`config.mk`:
```
export PLATFORM = sky130hd
export DESIGN_NAME = pcg_gating
export DESIGN_NICKNAME = d
export VERILOG_FILES = /design/src/verilog/pcg_pkg.sv /design/src/verilog/pcg_gating.sv
export SDC_FILE = /design/constraint.sdc
export NUM_CORES = 1
export LEC_CHECK = 0
export BUFFER_PORTS_ARGS = -buffer_cell sky130_fd_sc_hd__buf_4
export CAP_MARGIN = 30
export CORE_MARGIN = 8
export CORE_UTILIZATION = 30
export DETAILED_ROUTE_END_ITERATION = 16
export PLACE_DENSITY_LB_ADDON = 0.2
export SKIP_CTS_REPAIR_TIMING = 1
export SLEW_MARGIN = 10
export SYNTH_ARGS = -nofsm -noshare
export SYNTH_HDL_FRONTEND = slang
export SYNTH_SLANG_ARGS = --single-unit
```
`constraint.sdc`:
```
create_clock -name core_clk -period 1.6 [get_ports core_clk]
set_input_delay 0.08 -clock core_clk [delete_from_list [all_inputs] [get_ports core_clk]]
set_output_delay 0.08 -clock core_clk [all_outputs]
set_load 0.02 [all_outputs]
```
`src/verilog/pcg_pkg.sv`:
```
package pcg_pkg;
  localparam int unsigned PCG_CLK_HZ = 50000000;
  localparam int unsigned PCG_UNITS = 9;

  localparam logic [11:0] PCG_OFS_RUN0 = 12'h100;
  localparam logic [11:0] PCG_OFS_RUN1 = 12'h104;
  localparam logic [11:0] PCG_OFS_SLP0 = 12'h110;
  localparam logic [11:0] PCG_OFS_SLP1 = 12'h114;
  localparam logic [11:0] PCG_OFS_DSL0 = 12'h120;
  localparam logic [11:0] PCG_OFS_DSL1 = 12'h124;
  localparam logic [11:0] PCG_OFS_RCFG = 12'h060;
  localparam logic [11:0] PCG_OFS_ISTAT = 12'h140;
  localparam logic [11:0] PCG_OFS_IMASK = 12'h144;

  localparam int unsigned PCG_BIT_WDOG = 3;
  localparam int unsigned PCG_BIT_ASYNC_SERIAL_SECOND_CLK_EN = 0;
  localparam int unsigned PCG_BIT_UART2 = 1;
  localparam int unsigned PCG_BIT_SSER = 4;
  localparam int unsigned PCG_BIT_TWI = 12;
  localparam int unsigned PCG_BIT_TMRA = 16;
  localparam int unsigned PCG_BIT_TMRB = 17;
  localparam int unsigned PCG_BIT_TMRC = 18;
  localparam int unsigned PCG_BIT_CMP = 24;
  localparam int unsigned PCG_BIT_AUTO = 0;
  localparam int unsigned PCG_BIT_EV_FAULT = 0;
  localparam int unsigned PCG_BIT_EV_MODE = 1;

  localparam logic [31:0] PCG_MASK_ZERO = 32'h00000008;
  localparam logic [31:0] PCG_MASK_ONE = 32'h01071013;
  localparam logic [31:0] PCG_MASK_RCFG = 32'h00000001;
  localparam logic [31:0] PCG_MASK_INT = 32'h00000003;
  localparam logic [31:0] PCG_RST_REG = 32'h00000000;

  // Unit indices on the enable vector and on the access port
  localparam logic [3:0] PCG_U_WDOG = 4'h0;
  localparam logic [3:0] PCG_U_TMRA = 4'h1;
  localparam logic [3:0] PCG_U_TMRB = 4'h2;
  localparam logic [3:0] PCG_U_TMRC = 4'h3;
  localparam logic [3:0] PCG_U_TWI = 4'h4;
  localparam logic [3:0] PCG_U_SSER = 4'h5;
  localparam logic [3:0] PCG_U_ASYNC_SERIAL_SECOND_CLK_EN = 4'h6;
  localparam logic [3:0] PCG_U_UART2 = 4'h7;
  localparam logic [3:0] PCG_U_CMP = 4'h8;

  typedef enum logic [1:0] {PCG_RUN, PCG_SLEEP, PCG_DEEP} pcg_mode_t;
endpackage

```
`src/verilog/pcg_gating.sv`:
```
// Behaviour
// - A set enable bit clocks its unit; a clear bit leaves it unclocked.
// - Access to an unclocked unit is answered with a bus fault.
// - All gating enables are zero after reset.
// - Separate run, sleep and deep-sleep copies of both gating registers.
// - Sleep copies apply in low-power modes only when auto gating is set.
// - Gating register zero bit 3 is the watchdog enable, deep copy at 0x120.
// - Gating register one bits 16, 17, 18 enable timers a, b, c.
// - Gating register one bit 12 enables the first two-wire unit.
// - Gating register one bit 4 enables the first synchronous serial unit.
// - Gating register one bits 0 and 1 enable the two async serial units.
// - Gating register one bit 24 enables the comparator; unclocked access faults.
// - Unused bits read zero and ignore writes.
// - Run copy of gating register zero sits at 0x100.
// - Sleep copy of gating register one sits at 0x114.
//
// Implementation choice: register access over Wishbone.
`timescale 1ns/1ns
module pcg_gating (
  input wire logic core_clk,
  input wire logic rst_n,
  input wire logic wb_cyc_i,
  input wire logic wb_stb_i,
  input wire logic wb_we_i,
  input wire logic [11:0] wb_adr_i,
  input wire logic [31:0] wb_dat_i,
  input wire logic [3:0] wb_sel_i,
  output logic [31:0] wb_dat_o,
  output logic wb_ack_o,
  input wire logic sleepReq,
  input wire logic deepSleepReq,
  input wire logic periphReq,
  input wire logic [3:0] periphUnit,
  output logic periphOk,
  output logic periphFault,
  output logic [8:0] unitClkEn,
  output logic irq
);

  ////////////////////////////////////////////////////////////////////////////
  function automatic logic [31:0] wrMerge(input logic [31:0] old, input logic [31:0] nw,
                                          input logic [3:0] sel, input logic [31:0] keep);
    logic [31:0] byteMask;
    byteMask = {{8{sel[3]}}, {8{sel[2]}}, {8{sel[1]}}, {8{sel[0]}}};
    wrMerge = ((old & ~byteMask) | (nw & byteMask)) & keep;
  endfunction

  function automatic logic [8:0] unitVec(input logic [31:0] r0, input logic [31:0] r1);
    unitVec = {r1[pcg_pkg::PCG_BIT_CMP], r1[pcg_pkg::PCG_BIT_UART2], r1[pcg_pkg::PCG_BIT_ASYNC_SERIAL_SECOND_CLK_EN],
               r1[pcg_pkg::PCG_BIT_SSER], r1[pcg_pkg::PCG_BIT_TWI], r1[pcg_pkg::PCG_BIT_TMRC],
               r1[pcg_pkg::PCG_BIT_TMRB], r1[pcg_pkg::PCG_BIT_TMRA], r0[pcg_pkg::PCG_BIT_WDOG]};
  endfunction

  ////////////////////////////////////////////////////////////////////////////
  // One copy per power mode for each gating register
  logic [31:0] run0_q;
  logic [31:0] run1_q;
  logic [31:0] slp0_q;
  logic [31:0] slp1_q;
  logic [31:0] dsl0_q;
  logic [31:0] dsl1_q;
  logic [31:0] rcfg_q;
  logic [31:0] istat_q;
  logic [31:0] imask_q;
  logic [31:0] rdData_q;
  logic ack_q;
  logic ok_q;
  logic fault_q;
  logic irq_q;
  logic [8:0] clkEn_q;
  pcg_pkg::pcg_mode_t mode_q;

  wire busReq = wb_cyc_i & wb_stb_i;
  wire wrEn = busReq & wb_we_i & ack_q;
  wire hitRun0 = wb_adr_i == pcg_pkg::PCG_OFS_RUN0;
  wire hitRun1 = wb_adr_i == pcg_pkg::PCG_OFS_RUN1;
  wire hitSlp0 = wb_adr_i == pcg_pkg::PCG_OFS_SLP0;
  wire hitSlp1 = wb_adr_i == pcg_pkg::PCG_OFS_SLP1;
  wire hitDsl0 = wb_adr_i == pcg_pkg::PCG_OFS_DSL0;
  wire hitDsl1 = wb_adr_i == pcg_pkg::PCG_OFS_DSL1;
  wire hitRcfg = wb_adr_i == pcg_pkg::PCG_OFS_RCFG;
  wire hitIstat = wb_adr_i == pcg_pkg::PCG_OFS_ISTAT;
  wire hitImask = wb_adr_i == pcg_pkg::PCG_OFS_IMASK;

  // Unmapped addresses read as zero and ignore writes
  wire [31:0] rdMux = hitRun0 ? run0_q : hitRun1 ? run1_q : hitSlp0 ? slp0_q :
                      hitSlp1 ? slp1_q : hitDsl0 ? dsl0_q : hitDsl1 ? dsl1_q :
                      hitRcfg ? rcfg_q : hitIstat ? istat_q : hitImask ? imask_q :
                      pcg_pkg::PCG_RST_REG;

  ////////////////////////////////////////////////////////////////////////////
  // Mode and effective enables
  wire autoGate = rcfg_q[pcg_pkg::PCG_BIT_AUTO];
  // Deep sleep wins when both requests stand
  pcg_pkg::pcg_mode_t mode_d;
  assign mode_d = deepSleepReq ? pcg_pkg::PCG_DEEP : sleepReq ? pcg_pkg::PCG_SLEEP : pcg_pkg::PCG_RUN;
  wire [8:0] enRun = unitVec(run0_q, run1_q);
  wire [8:0] enSlp = unitVec(slp0_q, slp1_q);
  wire [8:0] enDsl = unitVec(dsl0_q, dsl1_q);
  // Low-power copies only take over under auto gating
  wire [8:0] clkEn_d = (autoGate && mode_q == pcg_pkg::PCG_DEEP) ? enDsl :
                       (autoGate && mode_q == pcg_pkg::PCG_SLEEP) ? enSlp : enRun;
  wire modeEvt = mode_d != mode_q;

  ////////////////////////////////////////////////////////////////////////////
  // Peripheral access check; unit codes past the last unit also fault
  wire unitValid = periphUnit <= pcg_pkg::PCG_U_CMP;
  wire unitOn = unitValid & clkEn_q[periphUnit];
  wire faultEvt = periphReq & ~unitOn;

  wire [31:0] evtVec = {30'h00000000, modeEvt, faultEvt};
  wire [31:0] clrVec = (wrEn && hitIstat) ? wrMerge(32'h00000000, wb_dat_i, wb_sel_i, pcg_pkg::PCG_MASK_INT)
                                          : 32'h00000000;
  // A new event wins over a clear in the same cycle
  wire [31:0] istat_d = ((istat_q & ~clrVec) | evtVec) & pcg_pkg::PCG_MASK_INT;
  wire irq_d = |(istat_d & imask_q);

  ////////////////////////////////////////////////////////////////////////////
  always_ff @(posedge core_clk or negedge rst_n) begin
    if (!rst_n) begin
      ack_q <= 1'b0;
      rdData_q <= pcg_pkg::PCG_RST_REG;
    end else begin
      ack_q <= busReq & ~ack_q;
      rdData_q <= (busReq & ~ack_q) ? rdMux : rdData_q;
    end
  end

  // Gating copies, each bit writable only where a unit exists; config and mask registers by their own masks
  always_ff @(posedge core_clk or negedge rst_n) begin
    if (!rst_n) begin
      run0_q <= pcg_pkg::PCG_RST_REG;
      run1_q <= pcg_pkg::PCG_RST_REG;
      slp0_q <= pcg_pkg::PCG_RST_REG;
      slp1_q <= pcg_pkg::PCG_RST_REG;
      dsl0_q <= pcg_pkg::PCG_RST_REG;
      dsl1_q <= pcg_pkg::PCG_RST_REG;
      rcfg_q <= pcg_pkg::PCG_RST_REG;
      imask_q <= pcg_pkg::PCG_RST_REG;
    end else if (wrEn) begin
      if (hitRun0) run0_q <= wrMerge(run0_q, wb_dat_i, wb_sel_i, pcg_pkg::PCG_MASK_ZERO);
      if (hitRun1) run1_q <= wrMerge(run1_q, wb_dat_i, wb_sel_i, pcg_pkg::PCG_MASK_ONE);
      if (hitSlp0) slp0_q <= wrMerge(slp0_q, wb_dat_i, wb_sel_i, pcg_pkg::PCG_MASK_ZERO);
      if (hitSlp1) slp1_q <= wrMerge(slp1_q, wb_dat_i, wb_sel_i, pcg_pkg::PCG_MASK_ONE);
      if (hitDsl0) dsl0_q <= wrMerge(dsl0_q, wb_dat_i, wb_sel_i, pcg_pkg::PCG_MASK_ZERO);
      if (hitDsl1) dsl1_q <= wrMerge(dsl1_q, wb_dat_i, wb_sel_i, pcg_pkg::PCG_MASK_ONE);
      if (hitRcfg) rcfg_q <= wrMerge(rcfg_q, wb_dat_i, wb_sel_i, pcg_pkg::PCG_MASK_RCFG);
      if (hitImask) imask_q <= wrMerge(imask_q, wb_dat_i, wb_sel_i, pcg_pkg::PCG_MASK_INT);
    end
  end

  // Enables only change on a clock edge, so the downstream gate cells see no glitch
  always_ff @(posedge core_clk or negedge rst_n) begin
    if (!rst_n) begin
      mode_q <= pcg_pkg::PCG_RUN;
      clkEn_q <= 9'h000;
      istat_q <= pcg_pkg::PCG_RST_REG;
      irq_q <= 1'b0;
      ok_q <= 1'b0;
      fault_q <= 1'b0;
    end else begin
      mode_q <= mode_d;
      clkEn_q <= clkEn_d;
      istat_q <= istat_d;
      irq_q <= irq_d;
      ok_q <= periphReq & unitOn;
      fault_q <= faultEvt;
    end
  end

  assign wb_ack_o = ack_q;
  assign wb_dat_o = rdData_q;
  assign unitClkEn = clkEn_q;
  assign periphOk = ok_q;
  assign periphFault = fault_q;
  assign irq = irq_q;

  ////////////////////////////////////////////////////////////////////////////
  a_fault_when_off: assert property (@(posedge core_clk) disable iff (!rst_n)
    periphReq && unitValid && !clkEn_q[periphUnit] |=> periphFault && !periphOk)
    else $error("access to gated unit not faulted");

  a_ok_when_on: assert property (@(posedge core_clk) disable iff (!rst_n)
    periphReq && unitValid && clkEn_q[periphUnit] |=> periphOk && !periphFault)
    else $error("access to clocked unit faulted");

  a_run_copy_rules: assert property (@(posedge core_clk) disable iff (!rst_n)
    !autoGate |=> unitClkEn == $past(enRun))
    else $error("run copy not applied without auto gating");

  a_deep_copy_use: assert property (@(posedge core_clk) disable iff (!rst_n)
    autoGate && mode_q == pcg_pkg::PCG_DEEP |=> unitClkEn == $past(enDsl))
    else $error("deep copy not applied");

  a_sleep_copy_use: assert property (@(posedge core_clk) disable iff (!rst_n)
    autoGate && mode_q == pcg_pkg::PCG_SLEEP |=> unitClkEn == $past(enSlp))
    else $error("sleep copy not applied");

  a_reserved_zero: assert property (@(posedge core_clk) disable iff (!rst_n)
    ((run1_q | slp1_q | dsl1_q) & ~pcg_pkg::PCG_MASK_ONE) == 32'h00000000 &&
    ((run0_q | slp0_q | dsl0_q) & ~pcg_pkg::PCG_MASK_ZERO) == 32'h00000000)
    else $error("reserved gating bit set");

  a_timer_write: assert property (@(posedge core_clk) disable iff (!rst_n)
    wrEn && hitRun1 && wb_sel_i[2] |=> run1_q[pcg_pkg::PCG_BIT_TMRC:pcg_pkg::PCG_BIT_TMRA] == $past(wb_dat_i[18:16]))
    else $error("timer enables not written");

  a_wdog_write: assert property (@(posedge core_clk) disable iff (!rst_n)
    wrEn && hitDsl0 && wb_sel_i[0] |=> dsl0_q[pcg_pkg::PCG_BIT_WDOG] == $past(wb_dat_i[3]))
    else $error("deep watchdog enable not written");

  a_ack_single: assert property (@(posedge core_clk) disable iff (!rst_n)
    wb_ack_o |=> !wb_ack_o)
    else $error("ack held two cycles");

  a_irq_level: assert property (@(posedge core_clk) disable iff (!rst_n)
    ##1 irq == $past(irq_d))
    else $error("irq does not follow masked status");

  a_irq_masked_off: assert property (@(posedge core_clk) disable iff (!rst_n)
    imask_q == pcg_pkg::PCG_RST_REG |=> !irq)
    else $error("irq raised with every source masked");

  a_fault_flag_set: assert property (@(posedge core_clk) disable iff (!rst_n)
    faultEvt |=> istat_q[pcg_pkg::PCG_BIT_EV_FAULT])
    else $error("faulted access left no status flag");

  a_mode_flag_set: assert property (@(posedge core_clk) disable iff (!rst_n)
    modeEvt |=> istat_q[pcg_pkg::PCG_BIT_EV_MODE])
    else $error("mode change left no status flag");

  // Clearing only takes hold when no new fault lands in the same cycle
  a_status_clear: assert property (@(posedge core_clk) disable iff (!rst_n)
    wrEn && hitIstat && wb_sel_i[0] && wb_dat_i[pcg_pkg::PCG_BIT_EV_FAULT] && !faultEvt
    |=> !istat_q[pcg_pkg::PCG_BIT_EV_FAULT])
    else $error("fault flag survived its clear");

  a_ok_fault_excl: assert property (@(posedge core_clk) disable iff (!rst_n)
    !(periphOk && periphFault))
    else $error("access answered both ok and fault");

  a_bad_unit_fault: assert property (@(posedge core_clk) disable iff (!rst_n)
    periphReq && !unitValid |=> periphFault && !periphOk)
    else $error("access to unknown unit not faulted");

  a_idle_no_answer: assert property (@(posedge core_clk) disable iff (!rst_n)
    !periphReq |=> !periphOk && !periphFault)
    else $error("access answer without a request");

  a_cmp_fault_off: assert property (@(posedge core_clk) disable iff (!rst_n)
    periphReq && periphUnit == pcg_pkg::PCG_U_CMP && !clkEn_q[pcg_pkg::PCG_U_CMP] |=> periphFault)
    else $error("access to gated comparator not faulted");

  a_run_wdog_write: assert property (@(posedge core_clk) disable iff (!rst_n)
    wrEn && hitRun0 && wb_sel_i[0] |=> run0_q[pcg_pkg::PCG_BIT_WDOG] == $past(wb_dat_i[pcg_pkg::PCG_BIT_WDOG]))
    else $error("run watchdog enable not written");

  a_twowire_write: assert property (@(posedge core_clk) disable iff (!rst_n)
    wrEn && hitRun1 && wb_sel_i[1] |=> run1_q[pcg_pkg::PCG_BIT_TWI] == $past(wb_dat_i[pcg_pkg::PCG_BIT_TWI]))
    else $error("two-wire enable not written");

  a_sync_serial_write: assert property (@(posedge core_clk) disable iff (!rst_n)
    wrEn && hitRun1 && wb_sel_i[0] |=> run1_q[pcg_pkg::PCG_BIT_SSER] == $past(wb_dat_i[pcg_pkg::PCG_BIT_SSER]))
    else $error("sync serial enable not written");

  a_async_serial_write: assert property (@(posedge core_clk) disable iff (!rst_n)
    wrEn && hitRun1 && wb_sel_i[0] |=> run1_q[pcg_pkg::PCG_BIT_UART2:pcg_pkg::PCG_BIT_ASYNC_SERIAL_SECOND_CLK_EN] == $past(wb_dat_i[1:0]))
    else $error("async serial enables not written");

  a_cmp_write: assert property (@(posedge core_clk) disable iff (!rst_n)
    wrEn && hitRun1 && wb_sel_i[3] |=> run1_q[pcg_pkg::PCG_BIT_CMP] == $past(wb_dat_i[pcg_pkg::PCG_BIT_CMP]))
    else $error("comparator enable not written");

  a_sleep_timer_write: assert property (@(posedge core_clk) disable iff (!rst_n)
    wrEn && hitSlp1 && wb_sel_i[2] |=> slp1_q[pcg_pkg::PCG_BIT_TMRC:pcg_pkg::PCG_BIT_TMRA] == $past(wb_dat_i[18:16]))
    else $error("sleep timer enables not written");

  a_copies_hold: assert property (@(posedge core_clk) disable iff (!rst_n)
    !wrEn |=> $stable(run0_q) && $stable(run1_q) && $stable(slp0_q) && $stable(slp1_q) &&
              $stable(dsl0_q) && $stable(dsl1_q))
    else $error("gating copy changed without a write");

  a_copy_isolated: assert property (@(posedge core_clk) disable iff (!rst_n)
    wrEn && hitSlp1 |=> $stable(run1_q) && $stable(dsl1_q))
    else $error("sleep write disturbed another copy");

  a_deep_mode_wins: assert property (@(posedge core_clk) disable iff (!rst_n)
    deepSleepReq |=> mode_q == pcg_pkg::PCG_DEEP)
    else $error("deep sleep request not taken");

  a_sleep_mode_take: assert property (@(posedge core_clk) disable iff (!rst_n)
    sleepReq && !deepSleepReq |=> mode_q == pcg_pkg::PCG_SLEEP)
    else $error("sleep request not taken");

  a_run_mode_take: assert property (@(posedge core_clk) disable iff (!rst_n)
    !sleepReq && !deepSleepReq |=> mode_q == pcg_pkg::PCG_RUN)
    else $error("run mode not restored");

  a_ack_after_req: assert property (@(posedge core_clk) disable iff (!rst_n)
    busReq && !wb_ack_o |=> wb_ack_o)
    else $error("bus request not acknowledged");

  a_ack_needs_req: assert property (@(posedge core_clk) disable iff (!rst_n)
    !busReq |=> !wb_ack_o)
    else $error("ack without a request");

  a_rdata_hold: assert property (@(posedge core_clk) disable iff (!rst_n)
    !(busReq && !wb_ack_o) |=> $stable(wb_dat_o))
    else $error("read data changed outside an access");

endmodule

```
# ---- Yosys cells after proc, flatten, opt, wreduce, memory -nomap -nowiden
# Cells that the tools add are included.
# W data, S select, Z words.
dict set report op_classes {
  eq_ne 12
  bitwise 31
  reduce_logical 12
  muxes 16
  magnitude_cmp 2
}
# cell count
set op_table {}
lappend op_table {{$mux W25} 6}
lappend op_table {{$and A25 B25 Y25} 4}
lappend op_table {{$eq A12 B9 Y1 const B} 8}
lappend op_table {{$or A25 B25 Y25} 3}
lappend op_table {{$reduce_or A32 Y1} 1}
lappend op_table {{$not A25 Y25} 1}
lappend op_table {{$mux W9} 2}
lappend op_table {{$reduce_and A2 Y1} 8}
lappend op_table {{$and A4 B4 Y4} 3}
lappend op_table {{$eq A12 B7 Y1 const B} 1}
lappend op_table {{$or A4 B4 Y4} 3}
lappend op_table {{$mux W2} 5}
lappend op_table {{$and A1 B1 Y1} 8}
lappend op_table {{$and A2 B2 Y2} 3}
lappend op_table {{$lt A4 B5 Y1 const B} 1}
lappend op_table {{$bmux W1 S4} 1}
lappend op_table {{$le A4 B4 Y1 const B} 1}
lappend op_table {{$or A2 B2 Y2} 2}
lappend op_table {{$logic_and A1 B1 Y1} 3}
lappend op_table {{$eq A2 B1 Y1 const B} 1}
lappend op_table {{$eq A2 B2 Y1 const B} 1}
lappend op_table {{$mux W1} 2}
lappend op_table {{$ne A2 B2 Y1} 1}
lappend op_table {{$not A1 Y1} 2}
lappend op_table {{other kinds (2)} 2}
dict set report word_totals {
  inputBits 60
  out_inout_bits 45
  ff_bits 79
}

# ---- Depth between registers and ports, before layout
dict set report logic_depth {
  ltp_word 10
  ltp_mapped 7
}

# ---- Worst setup path before layout
# OpenSTA, ideal clock, no wires.
dict set report synth_path {
  path_type {reg-to-reg}
  start {register ack_q, in the netlist wb_ack_o}
  end {register irq_q, in the netlist irq}
  required_ps 1479
  synth_period_minus_slack_ps 1724
  path_stages_with_launch 6
  setup_time_ps 121
  setup_slack_ps -124
  n_path_buf 0
  arrival_time_ps 1603
  path_cell_list {dfrtp_1 > and4_1 > nand4_2 > or3_1 > a22o_1 > a22o_1}
}
dict set report synth_between {
  elab_chain_len 8
}
# item line_no
set synth_rtl {}
lappend synth_rtl {{start: declaration} pcg_gating.sv:66} ;# logic ack_q;
lappend synth_rtl {{start signal: assignment} pcg_gating.sv:124} ;# ack_q <= busReq & ~ack_q;
lappend synth_rtl {{$and A1 B1 Y1} pcg_gating.sv:74} ;# wire wrEn = busReq & wb_we_i & ack_q;
lappend synth_rtl {{$logic_and A1 B1 Y1} pcg_gating.sv:112} ;# wire [31:0] clrVec = (wrEn && hitIstat) ? wrMerge(32'h00000000, wb_dat_i, wb_sel_i, pcg_pkg::PCG_MASK_INT)
lappend synth_rtl {{$mux W2} pcg_gating.sv:112}
lappend synth_rtl {{$not A2 Y2} pcg_gating.sv:115} ;# wire [31:0] istat_d = ((istat_q & ~clrVec) | evtVec) & pcg_pkg::PCG_MASK_INT;
lappend synth_rtl {{$and A2 B2 Y2} pcg_gating.sv:115}
lappend synth_rtl {{$or A2 B2 Y2} pcg_gating.sv:115}
lappend synth_rtl {{named net istat_d[0]} pcg_gating.sv:115}
lappend synth_rtl {{$and A2 B2 Y2} pcg_gating.sv:116} ;# wire irq_d = |(istat_d & imask_q);
lappend synth_rtl {{$reduce_or A32 Y1} pcg_gating.sv:116}
lappend synth_rtl {{named net irq_d} pcg_gating.sv:116}
lappend synth_rtl {{end signal: assignment} pcg_gating.sv:165} ;# irq_q <= irq_d;
lappend synth_rtl {{end: declaration} pcg_gating.sv:69} ;# logic irq_q;
# The timed path passes the listed nets, and every way through them passes these cells.
# A chain may end at the register's enable or synchronous reset.

# ---- Final worst setup path
dict set report layout_path {
  start {register clkEn_q[6], in the netlist unitClkEn[6]}
  end {register irq_q, in the netlist irq}
}
dict set report layout_between {
  elab_chain_len 8
}
# item line_no
set layout_rtl {}
lappend layout_rtl {{start: declaration} pcg_gating.sv:70} ;# logic [8:0] clkEn_q;
lappend layout_rtl {{start signal: assignment} pcg_gating.sv:163} ;# clkEn_q <= clkEn_d;
lappend layout_rtl {{$bmux W1 S4} pcg_gating.sv:108} ;# wire unitOn = unitValid & clkEn_q[periphUnit];
lappend layout_rtl {{$mux W1 (not written as such)} pcg_gating.sv:108}
lappend layout_rtl {{$and A1 B1 Y1} pcg_gating.sv:108}
lappend layout_rtl {{$not A1 Y1} pcg_gating.sv:109} ;# wire faultEvt = periphReq & ~unitOn;
lappend layout_rtl {{$and A1 B1 Y1} pcg_gating.sv:109}
lappend layout_rtl {{$or A2 B2 Y2} pcg_gating.sv:115}
lappend layout_rtl {{named net istat_d[0]} pcg_gating.sv:115}
lappend layout_rtl {{$and A2 B2 Y2} pcg_gating.sv:116}
lappend layout_rtl {{$reduce_or A32 Y1} pcg_gating.sv:116}
lappend layout_rtl {{named net irq_d} pcg_gating.sv:116}
# The timed path passes the listed nets, and every way through them passes these cells. The select of a mux whose other input is x is not followed.

==> out/qor.yml <==
finish:
  layout-drive-gt1-share: 0.444
  nets: 419
  nFillCells: 969
  final_area_mm2: 0.00398
  fin_cells: 493
  area_growth_pct: 35.8
  antenna_cells: 0
run_status:
  failed_checks: "negative setup slack"
  outcome: "finished with violations"
routing:
  via_per_inst: 4.78
  drc: 0
  final_antenna_net_count: 0
  dr_total_vias: 2355
  first_pass_iters: 4
  wire_per_inst_um: 17.4
  drtIter0Drc: 102
  wl_um: 8570
power:
  vdd_drop_max_mv: 0.308
  power.total_w: 0.00258
  p_per_area_mw_per_mm2: 649
  p_leak_nw: 1.98
synth:
  synth.most_common_cell: "dfrtp_1"
  synth_cell_types: 46
  yosysTopAreaCell: "dfrtp_1"
  async_flop_share: 1.00
  syn-cell-area_mm2: 0.00293
  synth_edf_count: 0
  ys_ff_latch: 56
  synth_top_area_share: 0.479
  synth_cells: 266
  synth_area_leaders: "dfrtp_1 (48%), mux2_2 (11%), buf_4 (5.9%)"
  ys_seq_area_frac: 0.479
  ys.flop_type: "dfrtp_1"
  synthTopCellsByCount: "dfrtp_1 (56), mux2_2 (28), buf_4 (23)"
  synth_warnings: 0
  syn-mean-instance-area_um2: 11.0
critical_path:
  crit_path_end_kind: "flip-flop"
  slowest_stage: "mux4_2"
  cp-start-kind: "flip-flop"
  slowest_delay_ns: 0.46
  worstReg2RegStart: "unitClkEn[6]"
  path_class: "flip-flop to flip-flop"
  cp_common_cell: "a22o_1"
  arrival_ns: 1.87
  worstPathCellList: "mux4_2 -> nand2b_4 -> a31oi_1 -> buf_4 -> a22o_1 -> a22o_1"
  cp_data_required_time_ns: 1.85
  crit_fanout: 2
  crit_start: "unitClkEn[6]"
global_route:
  grt_pass1_vias: 2341
  antenna_found_initial: 0
  grt_max_degree: 42
  grt.overflow.total: 0
  grt_pass1_wl_um: 13000
  grtUsageTotal: 0.129
floorplan:
  die_area_mm2: 0.0132
  core_area_mm2: 0.00964
  floorplan.initialDensity: 0.304
  die_y_um: 115
  ioPinCount: 105
  die_width_um: 115
  rows: 36
sta:
  finClkSkew_ns: 0.00467
  rsz0062_at_grt: "yes"
  fmax_ghz: 0.618
  final-hold-violation-count: 0
  fin_crit_ns: 1.62
  worstMarginPinSlew_ns: 0.566
  relSlewSlack: 0.623
  min_period_over_period: 1.01
  slew_viol_final: 0
  setup_ws_ns: -0.0170
  setup_viol: 1
cts:
  cts_max_path_buffers: 2
  clk_pin_slew_worst_paths_ns: 0.10
  cts_tree: "built"
  cts_buffers: 5
  cts-root-buf: "clkbuf_8"
  cts_sinks: 56
  htree_levels: 2
  clk-insertion-delay-late_ns: 0.31
min_path:
  hold_path.class: "input pin to flip-flop"
  min_from: "wb_dat_i[3]"
placed_design:
  portBuffers: 58
  place.gp.congestion: 0.787
  dp.cells: 478
  dpl_cell_area_mm2: 0.00366
  dp_hpwl_um: 6550
flow_run:
  drv_cap: 0
## worst max-delay path, delay by kind of cell (launching register included)
kind / cells / cell delay, ns
AOI/OAI and AO/OA: 3 / 0.40
DFF: 1 / 0.42
buffers and inverters: 1 / 0.14
and+or+nand+nor: 1 / 0.15
muxes: 1 / 0.46
## final timing paths
path	end	slack [ns]	cells after the start
max	irq	-0.02	6
min	flip-flop	0.01	3
max reg2reg	irq	-0.02	6
min reg2reg	wb_dat_o[12]	0.51	1
max in group asynchronous	wb_dat_o[18]	0.82	3
min in group asynchronous	asynchronous set/reset pin	0.30	2
## cell families (layout without fill, tap and decap cells)
group	count (synthesis)	in the layout	synth area share
simple gates	77	77	0.160
compound gates	59	59	0.143
other cells	1	23	0.00128
buf+inv	38	110	0.0817
flops	56	56	0.479
xor+xnor	1	1	0.00299
mux	34	34	0.133
## per-stage QoR
step                setup WS (ns)  utilization  TNS [ns]  hold slack, ns
floorplan                 -0.0310            -   -0.0310          -0.216
global placement          -0.0874        0.379     -1.31           0.107
detailed placement         -0.111        0.379     -1.86           0.120
CTS                        -0.101        0.389     -1.13          -0.219
global route              -0.0882        0.412    -0.140        0.000406
finish                    -0.0170        0.412   -0.0170          0.0131
## metal layers
metal / track usage / vias to the layer above / routed length, µm
li1: - / 1117 / -
met1: 0.169 / 1170 / 3890
met2: 0.207 / 64 / 4020
met3: 0.0310 / 4 / 593
met4: 0.0368 / 0 / 71
met5: 0 / - / 0
## area by class of cell
class / count / area [µm²] / area share
Multi-Input combinational cell: 194 / 1540 / 0.387
Sequential cell: 56 / 1400 / 0.353
Timing Repair Buffer: 97 / 758 / 0.191
Tap cell: 133 / 166 / 0.0419
Clock buffer: 8 / 90.1 / 0.0227
Inverter: 5 / 18.8 / 0.00472
## cells in the final DEF, fill, tap and decap left out, drive strengths merged, types with 2 or more instances in the layout
cell and instances:
a21oi 12, a22o 9, a22oi 6, a31oi 2, and2 2, buf 93, clkbuf 8, conb 23
dfrtp 56, dlygate4sd3 4, inv 5, mux2 28, mux2i 5, nand2 13, nand2b 5, nand3b 3
nor2 21, nor2b 4, nor3 17, o21ai 4, o22ai 9, o2bb2ai 6, o31ai 3, or2 2
or3 2
## power breakdown
| group | total (W) | switching [W] | internal (W) |
|---|---|---|---|
| Clock | 0.000817 | 0.000461 | 0.000355 |
| Sequential | 0.00142 | 0.00000361 | 0.00142 |
| Combinational | 0.000339 | 0.000205 | 0.000134 |
| Total | 0.00258 | 0.000670 | 0.00191 |
No activity file was read; power rests on OpenSTA's default activity.
